<file path="src/common/fifo_host_pkg.sv">
package fifo_host_pkg;
  // ----------------------------------------------------------------
  // Register map (byte offsets on the Wishbone side)
  // ----------------------------------------------------------------
  localparam logic [3:0] CTRL_OFS = 4'h0;
  localparam logic [3:0] PUSH_OFS = 4'h4;
  localparam logic [3:0] POP_OFS = 4'h8;
  localparam logic [3:0] STAT_OFS = 4'hc;
  // CTRL fields
  localparam int CTRL_CLEAR_BIT = 0;
  localparam int CTRL_REPLAY_BIT = 1;
  localparam int CTRL_CHAIN_BIT = 2;
  localparam int CTRL_HEAD_BIT = 3;
  localparam logic [3:0] CTRL_RESET = 4'h0;
  // STAT fields
  localparam int STAT_FULL_BIT = 0;
  localparam int STAT_EMPTY_BIT = 1;
  localparam int STAT_HALF_BIT = 2;
  localparam int STAT_BUSY_BIT = 3;
  localparam int STAT_REFUSED_BIT = 4;
  localparam int STAT_PVALID_BIT = 5;
  // ----------------------------------------------------------------
  // Strobe timing
  // ----------------------------------------------------------------
  localparam int CLK_NS = 20;
  localparam int PULSE_NS = 60;
  localparam int PULSE_CYC = (PULSE_NS + CLK_NS - 1) / CLK_NS;
  localparam int RECOVER_NS = 40;
  localparam int RECOVER_CYC = (RECOVER_NS + CLK_NS - 1) / CLK_NS;
  localparam int DEPTH_DEFAULT = 512;
  localparam int DATA_W = 9;
endpackage : fifo_host_pkg

</file>
<file path="src/logic/fifo_host.sv">
// ----------------------------------------------------------------
// Wishbone-driven controller for an external strobe FIFO
// ----------------------------------------------------------------
// Summary of operation
// - Host ties chain_head_n low on first device, high otherwise.
// - Composite full and empty flags are ORed across the chain.
// - Width expansion: status may be taken from any one device.
// - Writer strobes push only while full_n is high.
// - Writer watches full_n, reader watches empty_n.
// - Push starts on falling strobe; data held across rising edge.
// - Clear after power-up with both strobes high at its release.
// - Replay pulse rewinds read pointer; strobes stay high.
module fifo_host #(
  parameter int DATA_W = fifo_host_pkg::DATA_W,
  parameter int DEPTH = fifo_host_pkg::DEPTH_DEFAULT
) (
  input wire logic clk_i,
  input wire logic rst_i,
  input wire logic cyc_i,
  input wire logic stb_i,
  input wire logic we_i,
  input wire logic [3:0] adr_i,
  input wire logic [3:0] sel_i,
  input wire logic [31:0] dat_i,
  output logic [31:0] dat_o,
  output logic ack_o,
  output logic push_pulse_n_o,
  output logic [DATA_W-1:0] push_data_o,
  output logic pop_pulse_n_o,
  input wire logic [DATA_W-1:0] pop_data_i,
  output logic clear_n_o,
  output logic replay_n_o,
  output logic chain_in_n_o,
  output logic chain_head_n_o,
  input wire logic full_n_i,
  input wire logic empty_n_i,
  input wire logic half_n_i
);
  // ----------------------------------------------------------------
  // Pin synchronisers
  // ----------------------------------------------------------------
  logic [2:0] flag_s1_reg;
  logic [2:0] flag_s2_reg;
  logic [DATA_W-1:0] pd_s1_reg;
  logic [DATA_W-1:0] pd_s2_reg;

  // Flags come from one device; a chain's composite flags are ORed
  // on the board before they reach these pins
  always_ff @(posedge clk_i) begin
    flag_s1_reg <= {half_n_i, empty_n_i, full_n_i};
    flag_s2_reg <= flag_s1_reg;
    pd_s1_reg <= pop_data_i;
    pd_s2_reg <= pd_s1_reg;
  end

  wire full_n_s = flag_s2_reg[0];
  wire empty_n_s = flag_s2_reg[1];
  wire half_n_s = flag_s2_reg[2];

  // ----------------------------------------------------------------
  // Strobe sequencer
  // ----------------------------------------------------------------
  // One-hot sequencer; every pulse is followed by a recover gap
  typedef enum logic [5:0] {
    ST_IDLE = 6'h01,
    ST_PUSH = 6'h02,
    ST_POP = 6'h04,
    ST_CLEAR = 6'h08,
    ST_REPLAY = 6'h10,
    ST_RECOVER = 6'h20
  } seq_t;

  seq_t state_reg;
  seq_t state_next;
  logic [7:0] cnt_reg;
  logic [3:0] ctrl_reg;
  logic [DATA_W-1:0] wdata_reg;
  logic [DATA_W-1:0] rdata_reg;
  logic pvalid_reg;
  logic refused_reg;
  logic ack_reg;
  logic [31:0] dat_reg;
  logic push_n_reg;
  logic pop_n_reg;
  logic clear_n_reg;
  logic replay_n_reg;

  // The registered ack masks the held strobe, so one request per access
  wire req = cyc_i && stb_i && !ack_reg;
  wire wr = req && we_i;
  wire rd = req && !we_i;
  wire hit_ctrl = adr_i == fifo_host_pkg::CTRL_OFS;
  wire hit_push = adr_i == fifo_host_pkg::PUSH_OFS;
  wire hit_pop = adr_i == fifo_host_pkg::POP_OFS;
  wire hit_stat = adr_i == fifo_host_pkg::STAT_OFS;
  wire idle = state_reg == ST_IDLE;
  wire depth_mode = ctrl_reg[fifo_host_pkg::CTRL_CHAIN_BIT];
  wire cnt_done = cnt_reg == 8'h00;
  // A sequence request while busy is acked but refused and flagged.
  wire start_push = wr && hit_push && sel_i[0] && sel_i[1];
  wire start_pop = wr && hit_pop;
  wire start_clear = wr && hit_ctrl && sel_i[0] &&
                     dat_i[fifo_host_pkg::CTRL_CLEAR_BIT];
  wire start_replay = wr && hit_ctrl && sel_i[0] &&
                      dat_i[fifo_host_pkg::CTRL_REPLAY_BIT] && !depth_mode;
  wire any_start = start_push || start_pop || start_clear || start_replay;
  // Only strobe when the blocking flag allows it
  // Flags lag two cycles, so a start right after a pop may be refused
  wire push_ok = full_n_s;
  wire pop_ok = empty_n_s;
  wire go_push = idle && start_push && push_ok;
  wire go_pop = idle && start_pop && pop_ok;
  wire refuse = any_start && !(go_push || go_pop ||
                (idle && (start_clear || start_replay)));

  // Clear and replay take priority; a busy sequencer starts nothing
  always_comb begin
    state_next = state_reg;
    unique case (state_reg)
      ST_IDLE: begin
        if (start_clear) begin
          state_next = ST_CLEAR;
        end else if (start_replay) begin
          state_next = ST_REPLAY;
        end else if (go_push) begin
          state_next = ST_PUSH;
        end else if (go_pop) begin
          state_next = ST_POP;
        end
      end
      ST_PUSH, ST_POP, ST_CLEAR, ST_REPLAY: begin
        if (cnt_done) begin
          state_next = ST_RECOVER;
        end
      end
      ST_RECOVER: begin
        if (cnt_done) begin
          state_next = ST_IDLE;
        end
      end
      default: state_next = ST_IDLE;
    endcase
  end

  // Counts run one short since the entry edge already opens the pulse
  wire [7:0] pulse_len = 8'(fifo_host_pkg::PULSE_CYC - 1);
  wire [7:0] rec_len = 8'(fifo_host_pkg::RECOVER_CYC - 1);
  wire entering = state_next != state_reg;
  wire [7:0] cnt_next = !entering ? (cnt_done ? 8'h00 : cnt_reg - 8'h01)
                        : (state_next == ST_RECOVER ? rec_len : pulse_len);
  wire in_push = state_next == ST_PUSH;
  wire in_pop = state_next == ST_POP;
  // Sample pop data in the last low cycle, before the strobe rises
  wire pop_sample = state_reg == ST_POP && cnt_done;

  always_ff @(posedge clk_i) begin
    if (rst_i) begin
      state_reg <= ST_IDLE;
      cnt_reg <= 8'h00;
    end else begin
      state_reg <= state_next;
      cnt_reg <= cnt_next;
    end
  end

  // ----------------------------------------------------------------
  // Pins: every strobe and level comes from a flip-flop
  // ----------------------------------------------------------------
  always_ff @(posedge clk_i) begin
    if (rst_i) begin
      push_n_reg <= 1'b1;
      pop_n_reg <= 1'b1;
    end else begin
      push_n_reg <= !in_push;
      pop_n_reg <= !in_pop;
    end
  end

  // Other strobes are high here since sequences never overlap
  always_ff @(posedge clk_i) begin
    if (rst_i) begin
      clear_n_reg <= 1'b1;
      replay_n_reg <= 1'b1;
    end else begin
      clear_n_reg <= state_next != ST_CLEAR;
      replay_n_reg <= state_next != ST_REPLAY;
    end
  end

  // ----------------------------------------------------------------
  // Read-back selection
  // ----------------------------------------------------------------
  // Flags are shown active high and lag the pins by the sync flops
  wire [31:0] ctrl_word = {28'h0, ctrl_reg};
  wire [31:0] push_word = 32'(wdata_reg);
  wire [31:0] pop_word = 32'(rdata_reg);
  wire [31:0] stat_word = {26'h0, pvalid_reg, refused_reg, !idle,
                           !half_n_s, !empty_n_s, !full_n_s};
  wire [31:0] rdata_mux = !rd ? 32'h0000_0000 :
                          hit_ctrl ? ctrl_word :
                          hit_push ? push_word :
                          hit_pop ? pop_word :
                          hit_stat ? stat_word : 32'h0000_0000;
  wire ctrl_wr = wr && hit_ctrl && sel_i[0];
  wire pop_rd = rd && hit_pop;
  wire stat_rd = rd && hit_stat;

  // ----------------------------------------------------------------
  // Bus answer
  // ----------------------------------------------------------------
  // Registered ack: every access takes exactly one wait state
  always_ff @(posedge clk_i) begin
    if (rst_i) begin
      ack_reg <= 1'b0;
      dat_reg <= 32'h0000_0000;
    end else begin
      ack_reg <= req;
      dat_reg <= rdata_mux;
    end
  end

  // ----------------------------------------------------------------
  // Control levels
  // ----------------------------------------------------------------
  // Clear and replay bits are strobes and are never stored
  always_ff @(posedge clk_i) begin
    if (rst_i) begin
      ctrl_reg <= fifo_host_pkg::CTRL_RESET;
    end else if (ctrl_wr) begin
      ctrl_reg[fifo_host_pkg::CTRL_CHAIN_BIT] <=
        dat_i[fifo_host_pkg::CTRL_CHAIN_BIT];
      ctrl_reg[fifo_host_pkg::CTRL_HEAD_BIT] <=
        dat_i[fifo_host_pkg::CTRL_HEAD_BIT];
    end
  end

  // ----------------------------------------------------------------
  // Data words
  // ----------------------------------------------------------------
  // Push data is held from the strobe's fall past its rise
  always_ff @(posedge clk_i) begin
    if (rst_i) begin
      wdata_reg <= '0;
    end else if (go_push) begin
      wdata_reg <= dat_i[DATA_W-1:0];
    end
  end

  // A new word wins over the read that would clear the valid bit
  always_ff @(posedge clk_i) begin
    if (rst_i) begin
      rdata_reg <= '0;
      pvalid_reg <= 1'b0;
    end else if (pop_sample) begin
      rdata_reg <= pd_s2_reg;
      pvalid_reg <= 1'b1;
    end else if (pop_rd) begin
      pvalid_reg <= 1'b0;
    end
  end

  // A refusal in the cycle of a status read stays visible
  always_ff @(posedge clk_i) begin
    if (rst_i) begin
      refused_reg <= 1'b0;
    end else if (refuse) begin
      refused_reg <= 1'b1;
    end else if (stat_rd) begin
      refused_reg <= 1'b0;
    end
  end

  // ----------------------------------------------------------------
  // Outputs
  // ----------------------------------------------------------------
  // Every pin below is a flip-flop, so no glitch reaches the part
  assign dat_o = dat_reg;
  assign ack_o = ack_reg;
  assign push_pulse_n_o = push_n_reg;
  assign push_data_o = wdata_reg;
  assign pop_pulse_n_o = pop_n_reg;
  assign clear_n_o = clear_n_reg;
  assign replay_n_o = replay_n_reg;
  assign chain_in_n_o = ctrl_reg[fifo_host_pkg::CTRL_CHAIN_BIT];
  assign chain_head_n_o = ctrl_reg[fifo_host_pkg::CTRL_HEAD_BIT];
endmodule : fifo_host

</file>
<file path="config.mk">
export PLATFORM = sky130hd
export DESIGN_NAME = fifo_host
export DESIGN_NICKNAME = d
export VERILOG_FILES = /design/src/common/fifo_host_pkg.sv /design/src/logic/fifo_host.sv
export SDC_FILE = /design/constraint.sdc
export NUM_CORES = 1
export LEC_CHECK = 0
export ABC_AREA = 1
export BUFFER_PORTS_ARGS = -buffer_cell sky130_fd_sc_hd__buf_2
export CELL_PAD_IN_SITES_DETAIL_PLACEMENT = 1
export CELL_PAD_IN_SITES_GLOBAL_PLACEMENT = 1
export CORE_MARGIN = 2
export CORE_UTILIZATION = 31
export CTS_CLUSTER_SIZE = 30
export DETAILED_ROUTE_END_ITERATION = 8
export GPL_ROUTABILITY_DRIVEN = 0
export PLACE_DENSITY_LB_ADDON = 0.1
export RECOVER_POWER = 25
export SLEW_MARGIN = 30
export SYNTH_ARGS = -nofsm -noshare
export SYNTH_HDL_FRONTEND = slang
export SYNTH_SLANG_ARGS = --single-unit
</file>
<file path="constraint.sdc">
create_clock -name clk_i -period 1.7 [get_ports clk_i]
set_input_delay 0 -clock clk_i [delete_from_list [all_inputs] [get_ports clk_i]]
set_output_delay 0 -clock clk_i [all_outputs]
set_load 0.05 [all_outputs]
</file>
; Word-level counts from Yosys, hierarchy flattened
; Cells that the tools add are included.
[op_classes]
addsub = 1
n_eq_ne = 15
mux = 18
n_bitwise = 1
n_reduce_logical = 46
[ops]
columns = cell, count
row1 = $mux 6, 7
row2 = $logic_and 1x1->1, 22
row3 = $mux 9, 2
row4 = $pmux 6 s3, 1
row5 = $mux 8, 2
row6 = $eq 6x2->1 const B, 2
row7 = $eq 6x3->1 const B, 2
row8 = $eq 6x6->1 const B, 2
row9 = $logic_not 1->1, 10
row10 = $eq 4x4->1 const B, 2
row11 = $logic_not 8->1, 1
row12 = $sub 8x1->8 const B, 1
row13 = $eq 6x1->1 const B, 1
row14 = $eq 6x4->1 const B, 1
row15 = $eq 6x5->1 const B, 1
row16 = $logic_or 1x1->1, 6
row17 = $ne 6x4->1 const B, 1
row18 = $ne 6x5->1 const B, 1
row19 = $ne 6x6->1, 1
row20 = $reduce_or 5->1, 1
row21 = $eq 4x3->1 const B, 1
row22 = $logic_not 4->1, 1
row23 = $mux 1, 4
row24 = $mux 4, 1
row25 = other kinds (6), 7
[totals]
register_bits = 97
input_bits = 57
out_inout_bits = 48
word_cells = 101

; Depth between registers and ports, before layout
[logic_depth]
word_depth = 15
ltp_mapped = 13
mapped_depth_nobuf = 13

; Worst setup path after synthesis
; Ideal clock, no wire load.
[synth_path]
path_type = register -> register
from = reg ack_reg, in the netlist ack_o
to = reg cnt_reg[2]
setup_ns = 0.065
arrival_ns = 1.747
t_required_ns = 1.635
path_slack_ns = -0.112
stages_incl_launch_ff = 11
n_path_buf = 0
period_less_slack_ns = 1.812
cell_sequence = dfxtp_1 > inv_1 > nand4_4 > nor2_4 > o21ai_0 > nand4_2 > nand3_1 > nand3_2 > nor2_4 > nand4_4 > nor2_2
[synth_between]
elab_chain_len = 14
word_cells_on_any_way = 23
classes_between = 1 x eq/ne / 6 x mux / 16 x reduce/logical
[synth_rtl]
columns = item, line
row1 = start: declaration, fifo_host.sv:81  ; logic ack_reg;
row2 = start signal: assignment, fifo_host.sv:217  ; ack_reg <= req;
row3 = $logic_not 1->1 *, fifo_host.sv:89  ; wire req = cyc_i && stb_i && !ack_reg;
row4 = $logic_and 1x1->1 *, fifo_host.sv:89
row5 = $logic_and 1x1->1 *, fifo_host.sv:90  ; wire wr = req && we_i;
row6 = $logic_and 1x1->1 (3 in series), fifo_host.sv:100  ; wire start_push = wr && hit_push && sel_i[0] && sel_i[1];
row7 = $logic_and 1x1->1 (2 in series), fifo_host.sv:111  ; wire go_push = idle && start_push && push_ok;
row8 = $mux 6, fifo_host.sv:125  ; end else if (go_push) begin
row9 = $mux 6, fifo_host.sv:123  ; end else if (start_replay) begin
row10 = $mux 6 *, fifo_host.sv:121  ; if (start_clear) begin
row11 = $pmux 6 s3 *, fifo_host.sv:119  ; unique case (state_reg)
row12 = $ne 6x6->1 *, fifo_host.sv:148  ; wire entering = state_next != state_reg;
row13 = $mux 8 *, fifo_host.sv:149  ; wire [7:0] cnt_next = !entering ? (cnt_done ? 8'h00 : cnt_reg - 8'h01)
row14 = end signal: assignment, fifo_host.sv:162  ; cnt_reg <= cnt_next;
row15 = end: declaration, fifo_host.sv:75  ; logic [7:0] cnt_reg;
; Mark *: on every way between the ends. The rest lies on a longest branch, timed or not.
; A chain may end at the register's enable or synchronous reset.

; Worst setup path in the final report
[layout_path]
from = reg state_reg[2]
to = reg cnt_reg[7]
[layout_between]
elab_chain_len = 10
word_cells_on_any_way = 20
classes_between = 7 x eq/ne / 8 x mux / 5 x reduce/logical
[layout_rtl]
columns = item, line
row1 = start: declaration, fifo_host.sv:73  ; seq_t state_reg;
row2 = start signal: assignment, fifo_host.sv:161  ; state_reg <= state_next;
row3 = $eq 6x1->1, "fifo_host.sv:96, fifo_host.sv:119"
row4 = $logic_and 1x1->1 (2 in series), fifo_host.sv:112  ; wire go_pop = idle && start_pop && pop_ok;
row5 = $mux 6, fifo_host.sv:127  ; end else if (go_pop) begin
row6 = $mux 6, fifo_host.sv:125
row7 = $mux 6, fifo_host.sv:123
row8 = $mux 6, fifo_host.sv:121
row9 = $pmux 6 s3, fifo_host.sv:119
row10 = $ne 6x6->1 *, fifo_host.sv:148
row11 = $mux 8 *, fifo_host.sv:149
; Marks and branches as above.

==> results_tabular.tex <==
\begin{tabular}{lr}
\hline
Metric & Value \\
\hline
\multicolumn{2}{l}{\textbf{Synth}} \\
\quad Number of instances in the synthesized netlist & 361 \\
\quad Most numerous cell in the Yosys netlist & dfxtp\_1 \\
\quad Yosys warning count & 0 \\
\quad Commonest cells post-synth & dfxtp\_1, inv\_1, nor2\_1 \\
\quad Cell area after synthesis & 2977 sq um \\
\quad Top area cells in the synthesized netlist & dfxtp\_1, inv\_1, buf\_4, nor2\_1, nand2\_1 \\
\quad Post-synth top area share & roughly 50\% \\
\quad Dominant synthesized flop cell & dfxtp\_1 \\
\quad Share of flip-flops with an asynchronous set or reset after synthesis & 0\% \\
\quad Post-synth cell types & 29 \\
\quad Sequential-to-total area share from yosys stat & 49.77\% \\
\quad Mapped Avg Cell Area & $\sim$8.2 sq um \\
\quad Cell type with the highest aggregate area in the netlist & dfxtp\_1 \\
\quad Number of synthesized flops with an enable pin & 0 \\
\quad Register bit count reported by yosys & 74 \\
\multicolumn{2}{l}{\textbf{STA}} \\
\quad Clk\_skew & roughly 0.013 ns \\
\quad Summed negative setup slack over all endpoints & -0.4506 ns \\
\quad Final number of hold-violating endpoints & 0 \\
\quad Setup repair after global routing missed its margin & true \\
\quad Final min period & 1.773 ns \\
\quad Final hold slack & about 0.010 ns \\
\quad Fmax & around 560 MHz \\
\quad Post-route fraction of the period consumed by the critical path & 104.3\% \\
\quad Worst Setup Slack, final & -0.07281 ns \\
\quad Max Slew Vio Count & 0 \\
\quad Setup-violating endpoint count in the final report & 7 \\
\multicolumn{2}{l}{\textbf{Global route}} \\
\quad Antenna violations before repair & 0 \\
\quad Maximum number of pins on one net before global-route repair & 27 \\
\quad Wire length of the first global-routing pass & roughly 13000 um \\
\quad Total overflow reported by the global router & 0 \\
\quad Combined global-route utilization of all metal layers & between 10\% and 20\% \\
\quad Number of global-route vias before repair & 2775 \\
\multicolumn{2}{l}{\textbf{Routing}} \\
\quad Count of TritonRoute iterations in the first routing pass & 4 \\
\quad Total via count in the routed design & around 2600 \\
\quad DRT Wirelength & about 7800 um \\
\quad Antenna-violating nets left & 0 \\
\quad Initial detailed-routing violation count & 37 \\
\quad Vias/cell & 4.220 \\
\quad Routed WL per cell & around 12 um \\
\quad Number of remaining DRC errors & 0 \\
\multicolumn{2}{l}{\textbf{Critical path}} \\
\quad Buffers \& Inverters on Critical Path & 0 \\
\quad Worst Path Max Fanout & 6 \\
\quad Cell repeated most along the worst path & nor2\_4 \\
\quad Crit-path leading delay family & simple AND/OR/NAND/NOR gates \\
\quad Crit path required time & 1.99 ns \\
\quad Reg-to-reg slack, setup & -0.07 ns \\
\quad Register-to-Register Path Depth & 11 \\
\quad CP max stage delay & 0.36 ns \\
\quad Critical path cell sequence & nor2\_4 > nand3\_2 > nand4\_1 > nor2\_2 > nor2\_4 > nand2\_2 > nand2\_1 > nand3\_2 > nor2\_4 > nand4\_4 > nor2\_2 \\
\quad Crit start category & register \\
\quad Type of the worst setup path & register to register \\
\quad Slowest-stage cell, CP & dfxtp\_4 \\
\quad Critical path depth & 11 \\
\quad Type of destination of the critical path & register \\
\quad Critical path data arrival time & 2.06 ns \\
\quad Reg-to-reg critical path endpoint & cnt\_reg[7]\$\_SDFF\_PP0\_ \\
\quad Reg-to-Reg Start & state\_reg[2]\$\_SDFF\_PP0\_ \\
\multicolumn{2}{l}{\textbf{Floorplanning}} \\
\quad Area of the core region & 9284 sq um \\
\quad Number of ports placed on the die boundary & 105 \\
\quad Die W & 102.0 um \\
\quad Die Outline Area & approximately 10000 sq um \\
\quad Die Y-Extent & around 100 um \\
\quad Starting utilization of the core area & about 32\% \\
\quad Standard-cell row count & 35 \\
\multicolumn{2}{l}{\textbf{Place}} \\
\quad Placed cell count & 579 \\
\quad Count of port buffers added during placement & 56 \\
\quad Worst slack, placed & -0.1016 ns \\
\quad Half-perimeter wire length of the detailed placement result & roughly 5700 um \\
\quad Post-placement cell area & 3601 sq um \\
\multicolumn{2}{l}{\textbf{Clock tree}} \\
\quad Cell chosen for the clock root & clkbuf\_8 \\
\quad TritonCTS clock tree & done \\
\quad Total CTS buffers & 9 \\
\quad Level count of the clock H-tree & 3 \\
\quad Insertion delay of the later-clocked pin in the worst-skew pair & approximately 0.35 ns \\
\quad Clock Sink Count & 74 \\
\quad Clk slew on worst S/H paths & 0.08 ns \\
\quad Max Buffers Root-to-Sink & 2 \\
\multicolumn{2}{l}{\textbf{Finish}} \\
\quad Fraction of the core area covered by cells at the end of the flow & 45.53\% \\
\quad Final antenna diode count & 0 \\
\quad Post-route cell area & 4227 sq um \\
\quad Number of nets in the layout & roughly 550 \\
\quad Non-filler cells, final & 627 \\
\quad Ratio of cells with drive above 1 in the final layout & 39.16\% \\
\quad Growth of design area from synthesis to finish & 41.99\% \\
\multicolumn{2}{l}{\textbf{Run status}} \\
\quad Violations in the final reports & negative setup slack \\
\quad Run status & complete, but fails checks \\
\multicolumn{2}{l}{\textbf{Power}} \\
\quad Worst vdd ir & 0.5283 mV \\
\quad Leakage dissipation & 1.970 nW \\
\quad Total power consumption of the routed design & 4.281 mW \\
\quad Power density over the cells & 1013 nW/um\^{}2 \\
\multicolumn{2}{l}{\textbf{Run}} \\
\quad Max Cap Violations & 0 \\
\multicolumn{2}{l}{\textbf{Hold path}} \\
\quad Instance count along the most critical hold path & 3 \\
\quad End point of the most critical hold path & push\_data\_o[0]\$\_SDFFE\_PP0P\_ \\
\quad Type of the tightest min-delay check & input port to register \\
\quad Min-delay src & dat\_i[0] \\
\hline
\end{tabular}
metal layers:
| layer | part of all wire [%] | GRT usage (%) | up-vias |
|---|---|---|---|
| li1 | - | - | 1362 |
| met1 | 46 | 18.99 | 1236 |
| met5 | 0 | 0 | - |
| met3 | 2.9 | 3.830 | 7 |
| met2 | 50 | 29.00 | 41 |
| met4 | 1.2 | 4.513 | 0 |
power by group:
group	switching [mW]	internal [mW]
clock	0.730	0.555
sequential	0.0483	1.83
combinational	0.609	0.510
worst max-delay path by stage:
stage                            startpoint  slack (ns)               endpoint
CTS                 state_reg[0]$_SDFF_PP1_        -0.1  cnt_reg[6]$_SDFF_PP0_
global route        state_reg[3]$_SDFF_PP0_       -0.21  cnt_reg[5]$_SDFF_PP0_
floorplan             cnt_reg[0]$_SDFF_PP0_        0.02  cnt_reg[2]$_SDFF_PP0_
detailed placement    cnt_reg[0]$_SDFF_PP0_       -0.10  cnt_reg[7]$_SDFF_PP0_
global placement    state_reg[4]$_SDFF_PP0_       -0.07  cnt_reg[5]$_SDFF_PP0_
finish              state_reg[2]$_SDFF_PP0_       -0.07  cnt_reg[7]$_SDFF_PP0_
area by class of cell:
cell class | count | area, sq um
fill | 1183 | 5057
sequential | 74 | 1504
multi-input combinational | 232 | 1325
timing repair buffer | 126 | 863.3
inverter | 50 | 190.2
tap | 129 | 161.4
clock buffer | 9 | 123.9
clock inverter | 7 | 58.81
cell families (layout without fill, tap and decap cells):
logic type | count (synthesis) | in the layout | share of synthesized area, %
other cells | 1 | 23 | 0.1260
fa+ha+maj | 2 | 2 | 0.8406
flops | 74 | 74 | 49.77
buf+inv | 77 | 192 | 12.61
simple gates | 143 | 143 | 24.51
compound gates | 58 | 58 | 10.38
xor+xnor | 6 | 6 | 1.766
repair_timing:
item	in CTS	in global routing
pin swaps	11	11
setup buffers	4	5
endpoints found under the setup margin	15	19
endpoints found under the hold margin	29	0
hold buffers	23	0
gates resized for setup	33	19
worst reg2reg max path: cells and delay by family (launching register included):
kind	cells	cell delay, ns
AND/OR/NAND/NOR	11	1.36
flip-flops	1	0.36
cell usage in the layout (no fill, tap or decap), types with 5 or more instances in the layout:
master         count
dfxtp_1           64
buf_2             56
buf_4             47
inv_1             41
nand2_1           38
nor2_1            37
o21ai_0           26
conb_1            23
dlygate4sd3_1     23
a21oi_1           18
nor2_2            16
nand2_2           12
nor2_4            11
clkbuf_8           9
inv_2              8
nand3_2            8
nand3_1            8
dfxtp_2            6
nor3_1             5
(Power assumes the default switching activity.)
